===== src/rtl/tcd_pkg.sv =====
// Purpose: Shared constants for the terminal control character decoder
// Assumes: 8-bit received characters, one system clock
// Notes:   Charset codes are internal encodings of the five sets
package tcd_pkg;
   // Control character codes
   localparam logic [7:0] CH_BEL   = 8'h07;
   localparam logic [7:0] CH_BS    = 8'h08;
   localparam logic [7:0] CH_HT    = 8'h09;
   localparam logic [7:0] CH_LF    = 8'h0A;
   localparam logic [7:0] CH_FF    = 8'h0C;
   localparam logic [7:0] CH_CR    = 8'h0D;
   localparam logic [7:0] CH_SO    = 8'h0E;
   localparam logic [7:0] CH_SI    = 8'h0F;
   localparam logic [7:0] CH_XON   = 8'h11;
   localparam logic [7:0] CH_XOFF  = 8'h13;
   localparam logic [7:0] CH_CAN   = 8'h18;
   localparam logic [7:0] CH_SUB   = 8'h1A;
   localparam logic [7:0] CH_ESC   = 8'h1B;
   localparam logic [7:0] CH_SPACE = 8'h20;
   localparam logic [7:0] CH_DEL   = 8'h7F;
   // Sequence characters
   localparam logic [7:0] SQ_G0    = 8'h28;
   localparam logic [7:0] SQ_G1    = 8'h29;
   localparam logic [7:0] SQ_CSI   = 8'h5B;
   localparam logic [7:0] FIN_UK   = 8'h41;
   localparam logic [7:0] FIN_US   = 8'h42;
   localparam logic [7:0] FIN_S1   = 8'h30;
   localparam logic [7:0] FIN_S2   = 8'h31;
   localparam logic [7:0] FIN_S3   = 8'h32;
   localparam logic [7:0] FIN_LO   = 8'h30;
   localparam logic [7:0] CSI_LO   = 8'h40;
   localparam logic [7:0] FIN_HI   = 8'h7E;
   // Glyph shown when a sequence is aborted
   localparam logic [7:0] CH_ERROR = 8'h3F;
   // Character set encodings
   localparam logic [2:0] CS_UK    = 3'h0;
   localparam logic [2:0] CS_US    = 3'h1;
   localparam logic [2:0] CS_SOFT1 = 3'h2;
   localparam logic [2:0] CS_SOFT2 = 3'h3;
   localparam logic [2:0] CS_SOFT3 = 3'h4;
   // Cycles after reset before the synchronised strap is trusted
   localparam logic [1:0] INIT_CYCLES = 2'h3;
   // Default screen geometry, tab step and receive FIFO depth
   localparam int NUM_COLS = 80;
   localparam int NUM_ROWS = 24;
   localparam int TAB_STEP = 8;
   localparam int FIFO_DEPTH = 16;
   // Parser states
   typedef enum logic [2:0] {
      ST_TEXT,
      ST_ESC,
      ST_DESIG0,
      ST_DESIG1,
      ST_CSI,
      ST_SKIP
   } tcd_state_e;
endpackage


===== src/rtl/tcd_stream_if.sv =====
// Purpose: Valid/ready character stream between internal modules
// Assumes: Source and sink on the same clock
// Notes:   Word is taken when valid and ready are both high
interface tcd_stream_if #(parameter int WIDTH = 8);
   logic [WIDTH-1:0] data;
   logic             valid;
   logic             ready;
   modport src (output data, output valid, input ready);
   modport snk (input data, input valid, output ready);
endinterface


===== src/rtl/tcd_decoder.sv =====
// Purpose: Receive-side control character and escape interpreter
// Assumes: Host stream on rx ports, display sink on disp ports
// Notes:   Cursor is zero based; no auto wrap on printable text
// Notes on behaviour
// - BEL pulses bell, nothing else changes
// - BS moves left, stops at margin
// - HT to next eighth column, clamp right
// - LF moves down; newline mode also returns
// - FF clears screen, cursor home
// - CR returns to left margin, row kept
// - SO selects G1, SI selects G0
// - XON clears transmit suspend
// - XOFF suspends; only XON/XOFF then sent
// - CAN/SUB abort sequence, show error glyph
// - ESC starts escape sequence collection
// - Unsupported controls are silently ignored
// - ESC ( or ) plus final designates slot
// - Any set allowed in either slot
// - Reset loads strap default into both slots
// - Sequence characters compared case-sensitively
// - Space never forms part of sequence
module tcd_decoder #(
   parameter int COLS  = tcd_pkg::NUM_COLS,
   parameter int ROWS  = tcd_pkg::NUM_ROWS,
   parameter int DEPTH = tcd_pkg::FIFO_DEPTH
) (
   input  wire logic       clk_sys,
   input  wire logic       nrst,
   input  wire logic [7:0] rxData,
   input  wire logic       rxValid,
   output logic            rxReady,
   input  wire logic       newLineMode,
   input  wire logic [2:0] defaultCharset,
   output logic [7:0]      dispChar,
   output logic [2:0]      dispCharset,
   output logic            dispValid,
   input  wire logic       dispReady,
   output logic [6:0]      cursorCol,
   output logic [4:0]      cursorRow,
   output logic            bellPulse,
   output logic            clearPulse,
   output logic [2:0]      activeCharset,
   output logic            txSuspended,
   input  wire logic [7:0] kbdData,
   input  wire logic       kbdValid,
   output logic            kbdReady,
   output logic [7:0]      txData,
   output logic            txValid,
   input  wire logic       txReady
);
   localparam logic [6:0] LAST_COL = 7'(COLS - 1);
   localparam logic [4:0] LAST_ROW = 5'(ROWS - 1);

   // Received characters travel from the FIFO over this stream
   tcd_stream_if #(.WIDTH(8)) rxIf ();

   // Parser state
   tcd_pkg::tcd_state_e state;
   tcd_pkg::tcd_state_e next_state;

   // Cursor, slots and flow control
   logic [6:0] next_cursorCol;
   logic [4:0] next_cursorRow;
   logic [2:0] g0Set;
   logic [2:0] g1Set;
   logic [2:0] next_g0Set;
   logic [2:0] next_g1Set;
   logic       shiftOut;
   logic       next_shiftOut;
   logic [2:0] next_activeCharset;
   logic       next_txSuspended;

   // Display stage and pulses
   logic [7:0] next_dispChar;
   logic [2:0] next_dispCharset;
   logic       next_dispValid;
   logic       next_bellPulse;
   logic       next_clearPulse;

   // Strap synchronisers and start-up load
   logic       nlSync1;
   logic       nlSync2;
   logic [2:0] csSync1;
   logic [2:0] csSync2;
   logic [2:0] strapSet;
   logic [1:0] initCnt;
   logic [1:0] next_initCnt;
   logic       loaded;
   logic       next_loaded;

   // Per-character decode helpers
   logic       take;
   logic [7:0] ch;
   logic       showGlyph;
   logic [7:0] glyph;
   logic [3:0] finSet;

   // Next fixed tab stop, clamped at the right margin
   function automatic logic [6:0] tabStop(input logic [6:0] col);
      int stop;
      stop = (int'(col) / tcd_pkg::TAB_STEP + 1) * tcd_pkg::TAB_STEP;
      if (stop > int'(LAST_COL))
         stop = int'(LAST_COL);
      return 7'(stop);
   endfunction

   // Designation final to set code, bit 3 marks a known final
   function automatic logic [3:0] finalToSet(input logic [7:0] fin);
      case (fin)
         tcd_pkg::FIN_UK: return {1'b1, tcd_pkg::CS_UK};
         tcd_pkg::FIN_US: return {1'b1, tcd_pkg::CS_US};
         tcd_pkg::FIN_S1: return {1'b1, tcd_pkg::CS_SOFT1};
         tcd_pkg::FIN_S2: return {1'b1, tcd_pkg::CS_SOFT2};
         tcd_pkg::FIN_S3: return {1'b1, tcd_pkg::CS_SOFT3};
         default:         return 4'h0;
      endcase
   endfunction

   // True for a character that ends an escape sequence
   function automatic logic isFinal(input logic [7:0] c);
      return (c >= tcd_pkg::FIN_LO) && (c <= tcd_pkg::FIN_HI);
   endfunction

   // Host character buffer
   tcd_fifo #(
      .WIDTH (8),
      .DEPTH (DEPTH)
   ) i_tcd_fifo (
      .clk_sys (clk_sys),
      .nrst    (nrst),
      .inData  (rxData),
      .inValid (rxValid),
      .inReady (rxReady),
      .outPort (rxIf)
   );

   // Keyboard to host path; fed the next suspend so it hides in step
   tcd_tx_gate i_tcd_tx_gate (
      .clk_sys  (clk_sys),
      .nrst     (nrst),
      .suspend  (next_txSuspended),
      .inData   (kbdData),
      .inValid  (kbdValid),
      .inReady  (kbdReady),
      .outData  (txData),
      .outValid (txValid),
      .outReady (txReady)
   );

   // Take a character only when the display stage can hold a glyph
   assign rxIf.ready = loaded && (!dispValid || dispReady);

   // Strap pins cross into the clock domain through two flops
   always_ff @(posedge clk_sys or negedge nrst)
   begin
      if (!nrst)
      begin
         nlSync1 <= 1'b0;
         nlSync2 <= 1'b0;
         csSync1 <= tcd_pkg::CS_UK;
         csSync2 <= tcd_pkg::CS_UK;
      end
      else
      begin
         nlSync1 <= newLineMode;
         nlSync2 <= nlSync1;
         csSync1 <= defaultCharset;
         csSync2 <= csSync1;
      end
   end

   // Character interpreter: controls, sequences and text
   always_comb
   begin
      ch               = rxIf.data;
      take             = rxIf.valid && rxIf.ready;
      next_state       = state;
      next_cursorCol   = cursorCol;
      next_cursorRow   = cursorRow;
      next_g0Set       = g0Set;
      next_g1Set       = g1Set;
      next_shiftOut    = shiftOut;
      next_txSuspended = txSuspended;
      next_bellPulse   = 1'b0;
      next_clearPulse  = 1'b0;
      next_dispValid   = dispValid && !dispReady;
      next_dispChar    = dispChar;
      next_dispCharset = dispCharset;
      next_initCnt     = initCnt;
      next_loaded      = loaded;
      showGlyph        = 1'b0;
      glyph            = ch;
      finSet           = finalToSet(ch);
      strapSet         = (csSync2 > tcd_pkg::CS_SOFT3) ? tcd_pkg::CS_UK : csSync2;
      if (take && ch < tcd_pkg::CH_SPACE)
      begin
         // Controls act in every parser state
         case (ch)
            tcd_pkg::CH_BEL:
               next_bellPulse = 1'b1;
            tcd_pkg::CH_BS:
               if (cursorCol != 7'h00)
                  next_cursorCol = cursorCol - 7'h01;
            tcd_pkg::CH_HT:
               next_cursorCol = tabStop(cursorCol);
            tcd_pkg::CH_LF:
            begin
               if (cursorRow != LAST_ROW)
                  next_cursorRow = cursorRow + 5'h01;
               if (nlSync2)
                  next_cursorCol = 7'h00;
            end
            tcd_pkg::CH_FF:
            begin
               next_clearPulse = 1'b1;
               next_cursorCol  = 7'h00;
               next_cursorRow  = 5'h00;
            end
            tcd_pkg::CH_CR:
               next_cursorCol = 7'h00;
            tcd_pkg::CH_SO:
               next_shiftOut = 1'b1;
            tcd_pkg::CH_SI:
               next_shiftOut = 1'b0;
            tcd_pkg::CH_XON:
               next_txSuspended = 1'b0;
            tcd_pkg::CH_XOFF:
               next_txSuspended = 1'b1;
            tcd_pkg::CH_CAN,
            tcd_pkg::CH_SUB:
               if (state != tcd_pkg::ST_TEXT)
               begin
                  next_state = tcd_pkg::ST_TEXT;
                  showGlyph  = 1'b1;
                  glyph      = tcd_pkg::CH_ERROR;
               end
            tcd_pkg::CH_ESC:
               next_state = tcd_pkg::ST_ESC;
            default:
               next_state = state;
         endcase
      end
      else if (take && ch == tcd_pkg::CH_SPACE)
      begin
         // Space ends any sequence and is shown as text
         next_state = tcd_pkg::ST_TEXT;
         showGlyph  = 1'b1;
      end
      else if (take && ch < tcd_pkg::CH_DEL)
      begin
         case (state)
            tcd_pkg::ST_TEXT:
               showGlyph = 1'b1;
            tcd_pkg::ST_ESC:
               if (ch == tcd_pkg::SQ_G0)
                  next_state = tcd_pkg::ST_DESIG0;
               else if (ch == tcd_pkg::SQ_G1)
                  next_state = tcd_pkg::ST_DESIG1;
               else if (ch == tcd_pkg::SQ_CSI)
                  next_state = tcd_pkg::ST_CSI;
               else if (isFinal(ch))
                  next_state = tcd_pkg::ST_TEXT;
               else
                  next_state = tcd_pkg::ST_SKIP;
            tcd_pkg::ST_DESIG0:
            begin
               if (finSet[3])
                  next_g0Set = finSet[2:0];
               next_state = tcd_pkg::ST_TEXT;
            end
            tcd_pkg::ST_DESIG1:
            begin
               if (finSet[3])
                  next_g1Set = finSet[2:0];
               next_state = tcd_pkg::ST_TEXT;
            end
            tcd_pkg::ST_CSI:
               if (ch >= tcd_pkg::CSI_LO)
                  next_state = tcd_pkg::ST_TEXT;
            tcd_pkg::ST_SKIP:
               if (isFinal(ch))
                  next_state = tcd_pkg::ST_TEXT;
            default:
               next_state = tcd_pkg::ST_TEXT;
         endcase
      end
      // Shown glyphs advance the cursor, no wrap at the margin
      if (showGlyph)
      begin
         next_dispValid   = 1'b1;
         next_dispChar    = glyph;
         next_dispCharset = activeCharset;
         if (cursorCol != LAST_COL)
            next_cursorCol = cursorCol + 7'h01;
      end
      // Both slots take the strap set once it has settled
      if (!loaded)
      begin
         if (initCnt == tcd_pkg::INIT_CYCLES)
         begin
            next_loaded = 1'b1;
            next_g0Set  = strapSet;
            next_g1Set  = strapSet;
         end
         else
            next_initCnt = initCnt + 2'h1;
      end
      next_activeCharset = next_shiftOut ? next_g1Set : next_g0Set;
   end

   // Interpreter registers
   always_ff @(posedge clk_sys or negedge nrst)
   begin
      if (!nrst)
      begin
         state         <= tcd_pkg::ST_TEXT;
         cursorCol     <= 7'h00;
         cursorRow     <= 5'h00;
         g0Set         <= tcd_pkg::CS_UK;
         g1Set         <= tcd_pkg::CS_UK;
         shiftOut      <= 1'b0;
         activeCharset <= tcd_pkg::CS_UK;
         txSuspended   <= 1'b0;
         bellPulse     <= 1'b0;
         clearPulse    <= 1'b0;
         dispValid     <= 1'b0;
         dispChar      <= 8'h00;
         dispCharset   <= tcd_pkg::CS_UK;
         initCnt       <= 2'h0;
         loaded        <= 1'b0;
      end
      else
      begin
         state         <= next_state;
         cursorCol     <= next_cursorCol;
         cursorRow     <= next_cursorRow;
         g0Set         <= next_g0Set;
         g1Set         <= next_g1Set;
         shiftOut      <= next_shiftOut;
         activeCharset <= next_activeCharset;
         txSuspended   <= next_txSuspended;
         bellPulse     <= next_bellPulse;
         clearPulse    <= next_clearPulse;
         dispValid     <= next_dispValid;
         dispChar      <= next_dispChar;
         dispCharset   <= next_dispCharset;
         initCnt       <= next_initCnt;
         loaded        <= next_loaded;
      end
   end
endmodule // tcd_decoder


===== src/rtl/tcd_fifo.sv =====
// Purpose: Receive character FIFO with registered output stage
// Assumes: Single clock, push and pop may coincide
// Notes:   inReady is registered and reflects free storage
module tcd_fifo #(
   parameter int WIDTH = 8,
   parameter int DEPTH = 16
) (
   input  wire logic             clk_sys,
   input  wire logic             nrst,
   input  wire logic [WIDTH-1:0] inData,
   input  wire logic             inValid,
   output logic                  inReady,
   tcd_stream_if.src             outPort
);
   localparam int AW = $clog2(DEPTH);
   logic [WIDTH-1:0] mem [DEPTH];
   logic [AW-1:0]    wrPtr, rdPtr, next_wrPtr, next_rdPtr;
   logic [AW:0]      memCnt, next_memCnt;
   logic [WIDTH-1:0] outData;
   logic             outValid, next_outValid, next_inReady;
   logic             push, pop;

   assign outPort.data  = outData;
   assign outPort.valid = outValid;

   // Pointer, count and ready computation
   always_comb
   begin
      push          = inValid && inReady;
      pop           = (memCnt != '0) && (!outValid || outPort.ready);
      next_wrPtr    = push ? wrPtr + 1'b1 : wrPtr;
      next_rdPtr    = pop ? rdPtr + 1'b1 : rdPtr;
      next_memCnt   = memCnt + {{AW{1'b0}}, push} - {{AW{1'b0}}, pop};
      next_outValid = pop || (outValid && !outPort.ready);
      next_inReady  = next_memCnt < (AW+1)'(DEPTH);
   end

   // Control registers
   always_ff @(posedge clk_sys or negedge nrst)
   begin
      if (!nrst)
      begin
         wrPtr    <= '0;
         rdPtr    <= '0;
         memCnt   <= '0;
         outValid <= 1'b0;
         inReady  <= 1'b0;
      end
      else
      begin
         wrPtr    <= next_wrPtr;
         rdPtr    <= next_rdPtr;
         memCnt   <= next_memCnt;
         outValid <= next_outValid;
         inReady  <= next_inReady;
      end
   end

   // Storage and registered read data
   always_ff @(posedge clk_sys)
   begin
      if (push)
         mem[wrPtr] <= inData;
      if (pop)
         outData <= mem[rdPtr];
   end
endmodule // tcd_fifo


===== src/rtl/tcd_tx_gate.sv =====
// Purpose: Transmit path gate obeying host flow control
// Assumes: suspend comes from logic on the same clock
// Notes:   While suspended only XON and XOFF pass, others wait
module tcd_tx_gate (
   input  wire logic       clk_sys,
   input  wire logic       nrst,
   input  wire logic       suspend,
   input  wire logic [7:0] inData,
   input  wire logic       inValid,
   output logic            inReady,
   output logic [7:0]      outData,
   output logic            outValid,
   input  wire logic       outReady
);
   logic       allowed, take, held, next_held, next_outValid;
   logic [7:0] next_outData;

   // Flow characters may pass a suspended link
   function automatic logic isFlow(input logic [7:0] c);
      return c == tcd_pkg::CH_XON || c == tcd_pkg::CH_XOFF;
   endfunction

   // Accept one character when the stage is empty; hide it while suspended
   always_comb
   begin
      allowed       = !suspend || isFlow(inData);
      take          = inValid && inReady && allowed;
      next_held     = take || (held && !(outValid && outReady));
      next_outData  = take ? inData : outData;
      next_outValid = next_held && (!suspend || isFlow(next_outData));
   end

   // Output stage registers
   always_ff @(posedge clk_sys or negedge nrst)
   begin
      if (!nrst)
      begin
         held     <= 1'b0;
         outValid <= 1'b0;
         outData  <= 8'h00;
         inReady  <= 1'b0;
      end
      else
      begin
         held     <= next_held;
         outValid <= next_outValid;
         outData  <= next_outData;
         inReady  <= !next_held;
      end
   end
endmodule // tcd_tx_gate


===== config.mk =====
export PLATFORM = sky130hd
export DESIGN_NAME = tcd_decoder
export DESIGN_NICKNAME = d
export VERILOG_FILES = /design/src/rtl/tcd_pkg.sv /design/src/rtl/tcd_stream_if.sv /design/src/rtl/tcd_decoder.sv /design/src/rtl/tcd_fifo.sv /design/src/rtl/tcd_tx_gate.sv
export SDC_FILE = /design/constraint.sdc
export NUM_CORES = 1
export LEC_CHECK = 0
export BUFFER_PORTS_ARGS = -buffer_cell sky130_fd_sc_hd__buf_2
export CAP_MARGIN = 25
export CELL_PAD_IN_SITES_DETAIL_PLACEMENT = 1
export CELL_PAD_IN_SITES_GLOBAL_PLACEMENT = 2
export CORE_MARGIN = 3
export CORE_UTILIZATION = 47
export DETAILED_ROUTE_END_ITERATION = 8
export GPL_TIMING_DRIVEN = 0
export PLACE_DENSITY = 0.87
export SLEW_MARGIN = 20
export SYNTH_ARGS = -nofsm -noshare
export SYNTH_HDL_FRONTEND = slang
export SYNTH_SLANG_ARGS = --single-unit

===== constraint.sdc =====
create_clock -name clk_sys -period 5 [get_ports clk_sys]
set_clock_uncertainty 0.05 [all_clocks]
set_input_delay 1.25 -clock clk_sys [delete_from_list [all_inputs] [get_ports clk_sys]]
set_output_delay 1.25 -clock clk_sys [all_outputs]
set_load 0.02 [all_outputs]

==> impl_metrics.toml <==
[power_and_ir_drop]
power_frac_seq_pct = 38.0
power.density_nw_per_um2 = 589.4
p_sw_mw = 2.205
max-vdd-ir-drop_mv = 0.3538
finalPower_mw = 6.321
clkPwrFrac_pct = 26.5
intPower_mw = 4.115
switching_share_pct = 34.89
combinationalPowerShare_pct = 35.5
power.leakage_nw = 4.049

[clocking]
cts_max_path_buffers = 3
ctsResizeCount = 0
tritoncts = "yes"
clk_pin_slew_ns = 0.06
postCtsSetupBuffers = 0
clock_insertion_delay_worst_skew_ns = 0.52
htree_levels = 1
cts_hold_buffers = 0
cts.sinks = 213
cts_root_buf = "clkbuf_16"
cts-buffers-inserted = 23

[layout]
fin_util_pct = 56.39
diodes = 0
syn_to_final_growth_pct = 15.57
fillCellCount = 1888
drive_gt1_share_pct = 24.83
fin_nets = 754

[logic_synthesis]
synth-main-ff-cell = "edfxtp_1"
ys_seq_area_share_pct = 64.78
yosysUniqueCellTypes = 63
syn_area_sq_um = 9279
ys_warn_count = 0
syn_avg_cell_area_sq_um = 15.09
async_flop_share_pct = 36.15
syn_inst = 615
synth_edf_count = 136
syn_nets = 661
ys_ff_latch = 213

[timing]
period_needed_ns = 3.466
slew_viol_final = 0
hold_viol_final = 0
fin_tns_setup_ns = 0
fmax_ghz = 0.2885
maxSlewHeadroom_pct = 41.99
rsz0062_at_grt = "no"
worst_hold_slack_ns = 0.3003
finalSetupViolations = 0
finalCritPeriodShare_pct = 69.32
worst_slack_ns = 1.534
tightest_slew_ns = 0.8702

[placement]
pre_cts_ws_ns = 0.9903
gp_congestion = 0.8970
numPortBuffers = 66
hpwlAfterDp_mm = 15.49

[hold_path]
worstHoldPathCells = 0
hold_path_end = "csSync2[0]"
min_path_type = "flop to flop"
hp-start = "csSync1[0]"

[setup_path]
reg2reg_depth = 15
crit_family = "adder cells"
cp-end-kind = "flop"
r2r_end = "i_tcd_fifo.inReady"
cp_max_fo = 13
r2r_slack_ns = 1.62
r2r_start = "i_tcd_fifo.memCnt[2]"
cp_common_cell = "inv_1"
cpMaxStageDelayCell = "a21oi_2"
cp_num_buf_inv = 5
start_kind = "primary input"
path_depth = 15
arrival_ns = 3.82
path_cells = "buf_2, nand2b_1, nand2_1, a21oi_2, ha_1, inv_1, ha_1, inv_1, fa_1, inv_1, a21oi_1, nor2_1, nor2_1, xnor2_1, inv_1"
max_stage_delay_ns = 0.63
crit_required_ns = 5.36
crit_type = "primary input to flop"

[route]
drt_wl_total_mm = 21.94
vias = 5683
drt_iter0_drc = 393
dr.pass1.iters = 4
vias_per_cell = 5.770
drc = 0
final_antenna_net_count = 0
wl_per_cell_um = 22.28

[global_routing]
grt_usage_pct = 20.73
antenna_found_initial = 0
grt_pass1_wl_mm = 35.27
overflow = 0
grt_max_degree = 60
grt_pass1_vias = 6232

[die]
rows = 50
io_pins = 67
fp.dieW_um = 146.5
dieArea_sq_um = 21460
start_util_pct = 48.79
core-area_sq_um = 19020
die_h_um = 146.5

[run_status]
status = "complete, no violations"

[run]
drv_cap = 0
power groups by stage:
stage	Clock, mW	Sequential [mW]	Combinational (mW)
after floorplan	0	2.53	1.43
after global placement	0	2.41	2.13
after detailed placement	0	2.44	2.25
after CTS	1.71	2.40	2.27
after global routing	1.78	2.44	2.45
final	1.68	2.40	2.24
per-stage QoR:
| stage | cell area [sq um] | instances |
|---|---|---|
| global route | 10720 | 985 |
| detailed placement | 9972 | 943 |
| CTS | 10720 | 985 |
| finish | 10720 | 985 |
| floorplan | 9279 | 615 |
| global placement | 9935 | 941 |
registers in the layout, indices dropped and copies added, names as in the netlist, 4 cells and up:
signal and count:
i_tcd_fifo.memCnt 5, dispChar 8, i_tcd_tx_gate.outData 8, i_tcd_fifo.rdPtr 4, i_tcd_fifo.outPort.data 8, cursorCol 7
i_tcd_fifo.mem 128, i_tcd_fifo.wrPtr 4, cursorRow 5
layer usage:
layer	track usage, %	vias up	wire length, um
met4	4.986	0	412
met2	38.85	153	11950
met3	2.793	30	848
met1	25.40	2958	8726
li1	-	2542	-
met5	0	-	0
kinds of logic after synthesis:
group	count (synthesis)	synth area share (%)
compound gates	75	5.866
xor+xnor	15	1.416
simple gates	176	10.38
mux	63	12.46
fa+ha+maj	20	2.778
buf+inv	53	2.319
flops	213	64.78
how the worst max path moves through the flow:
stage	startpoint	end	slack, ns
after floorplan	dispReady	i_tcd_fifo.inReady	1.28
after global placement	dispReady	i_tcd_fifo.inReady	0.68
after detailed placement	dispReady	i_tcd_fifo.inReady	0.99
after CTS	dispReady	i_tcd_fifo.inReady	1.48
after global routing	dispReady	i_tcd_fifo.inReady	1.26
final	dispReady	i_tcd_fifo.inReady	1.53
final cells by class:
class	count	area (sq um)	share of cell area [%]
clock buffers	34	668.1	6.230
repair buffers	68	364.1	3.395
inverters	26	97.59	0.9100
multi-input cells	349	3057	28.50
flip-flops and latches	213	6011	56.05
well taps	260	325.3	3.033
clock inverters	8	83.83	0.7817
plain buffers	27	117.6	1.097
placed cells by master, fill, tap and decap left out, drive strengths merged, types with 6 or more instances in the layout:
| cell type | instances |
|---|---|
| nor2 | 34 |
| mux2 | 17 |
| o21ai | 17 |
| and3 | 6 |
| mux4 | 40 |
| a21oi | 13 |
| o221ai | 6 |
| and2 | 16 |
| inv | 28 |
| nand2b | 6 |
| or3 | 8 |
| edfxtp | 136 |
| buf | 81 |
| nor3 | 11 |
| mux2i | 6 |
| ha | 19 |
| nand3 | 20 |
| dfrtp | 77 |
| nand2 | 38 |
| clkbuf | 48 |
| xnor2 | 11 |
cells in the mapped netlist, types with 7 or more instances:
cell / count / area share [%]
inv_1: 26 / 1.1
xnor2_1: 11 / 1.0
nor2_1: 33 / 1.3
ha_1: 19 / 2.6
buf_2: 7 / 0.38
or3_1: 7 / 0.47
and2_1: 16 / 1.1
dfrtp_1: 77 / 21
nand2_1: 38 / 1.5
mux4_2: 40 / 9.7
clkbuf_1: 14 / 0.57
a21oi_1: 13 / 0.70
nor3_1: 10 / 0.54
o21ai_0: 17 / 0.92
mux2_2: 16 / 1.9
edfxtp_1: 136 / 44
nand3_1: 20 / 1.1
No activity file was read; power rests on OpenSTA's default activity.
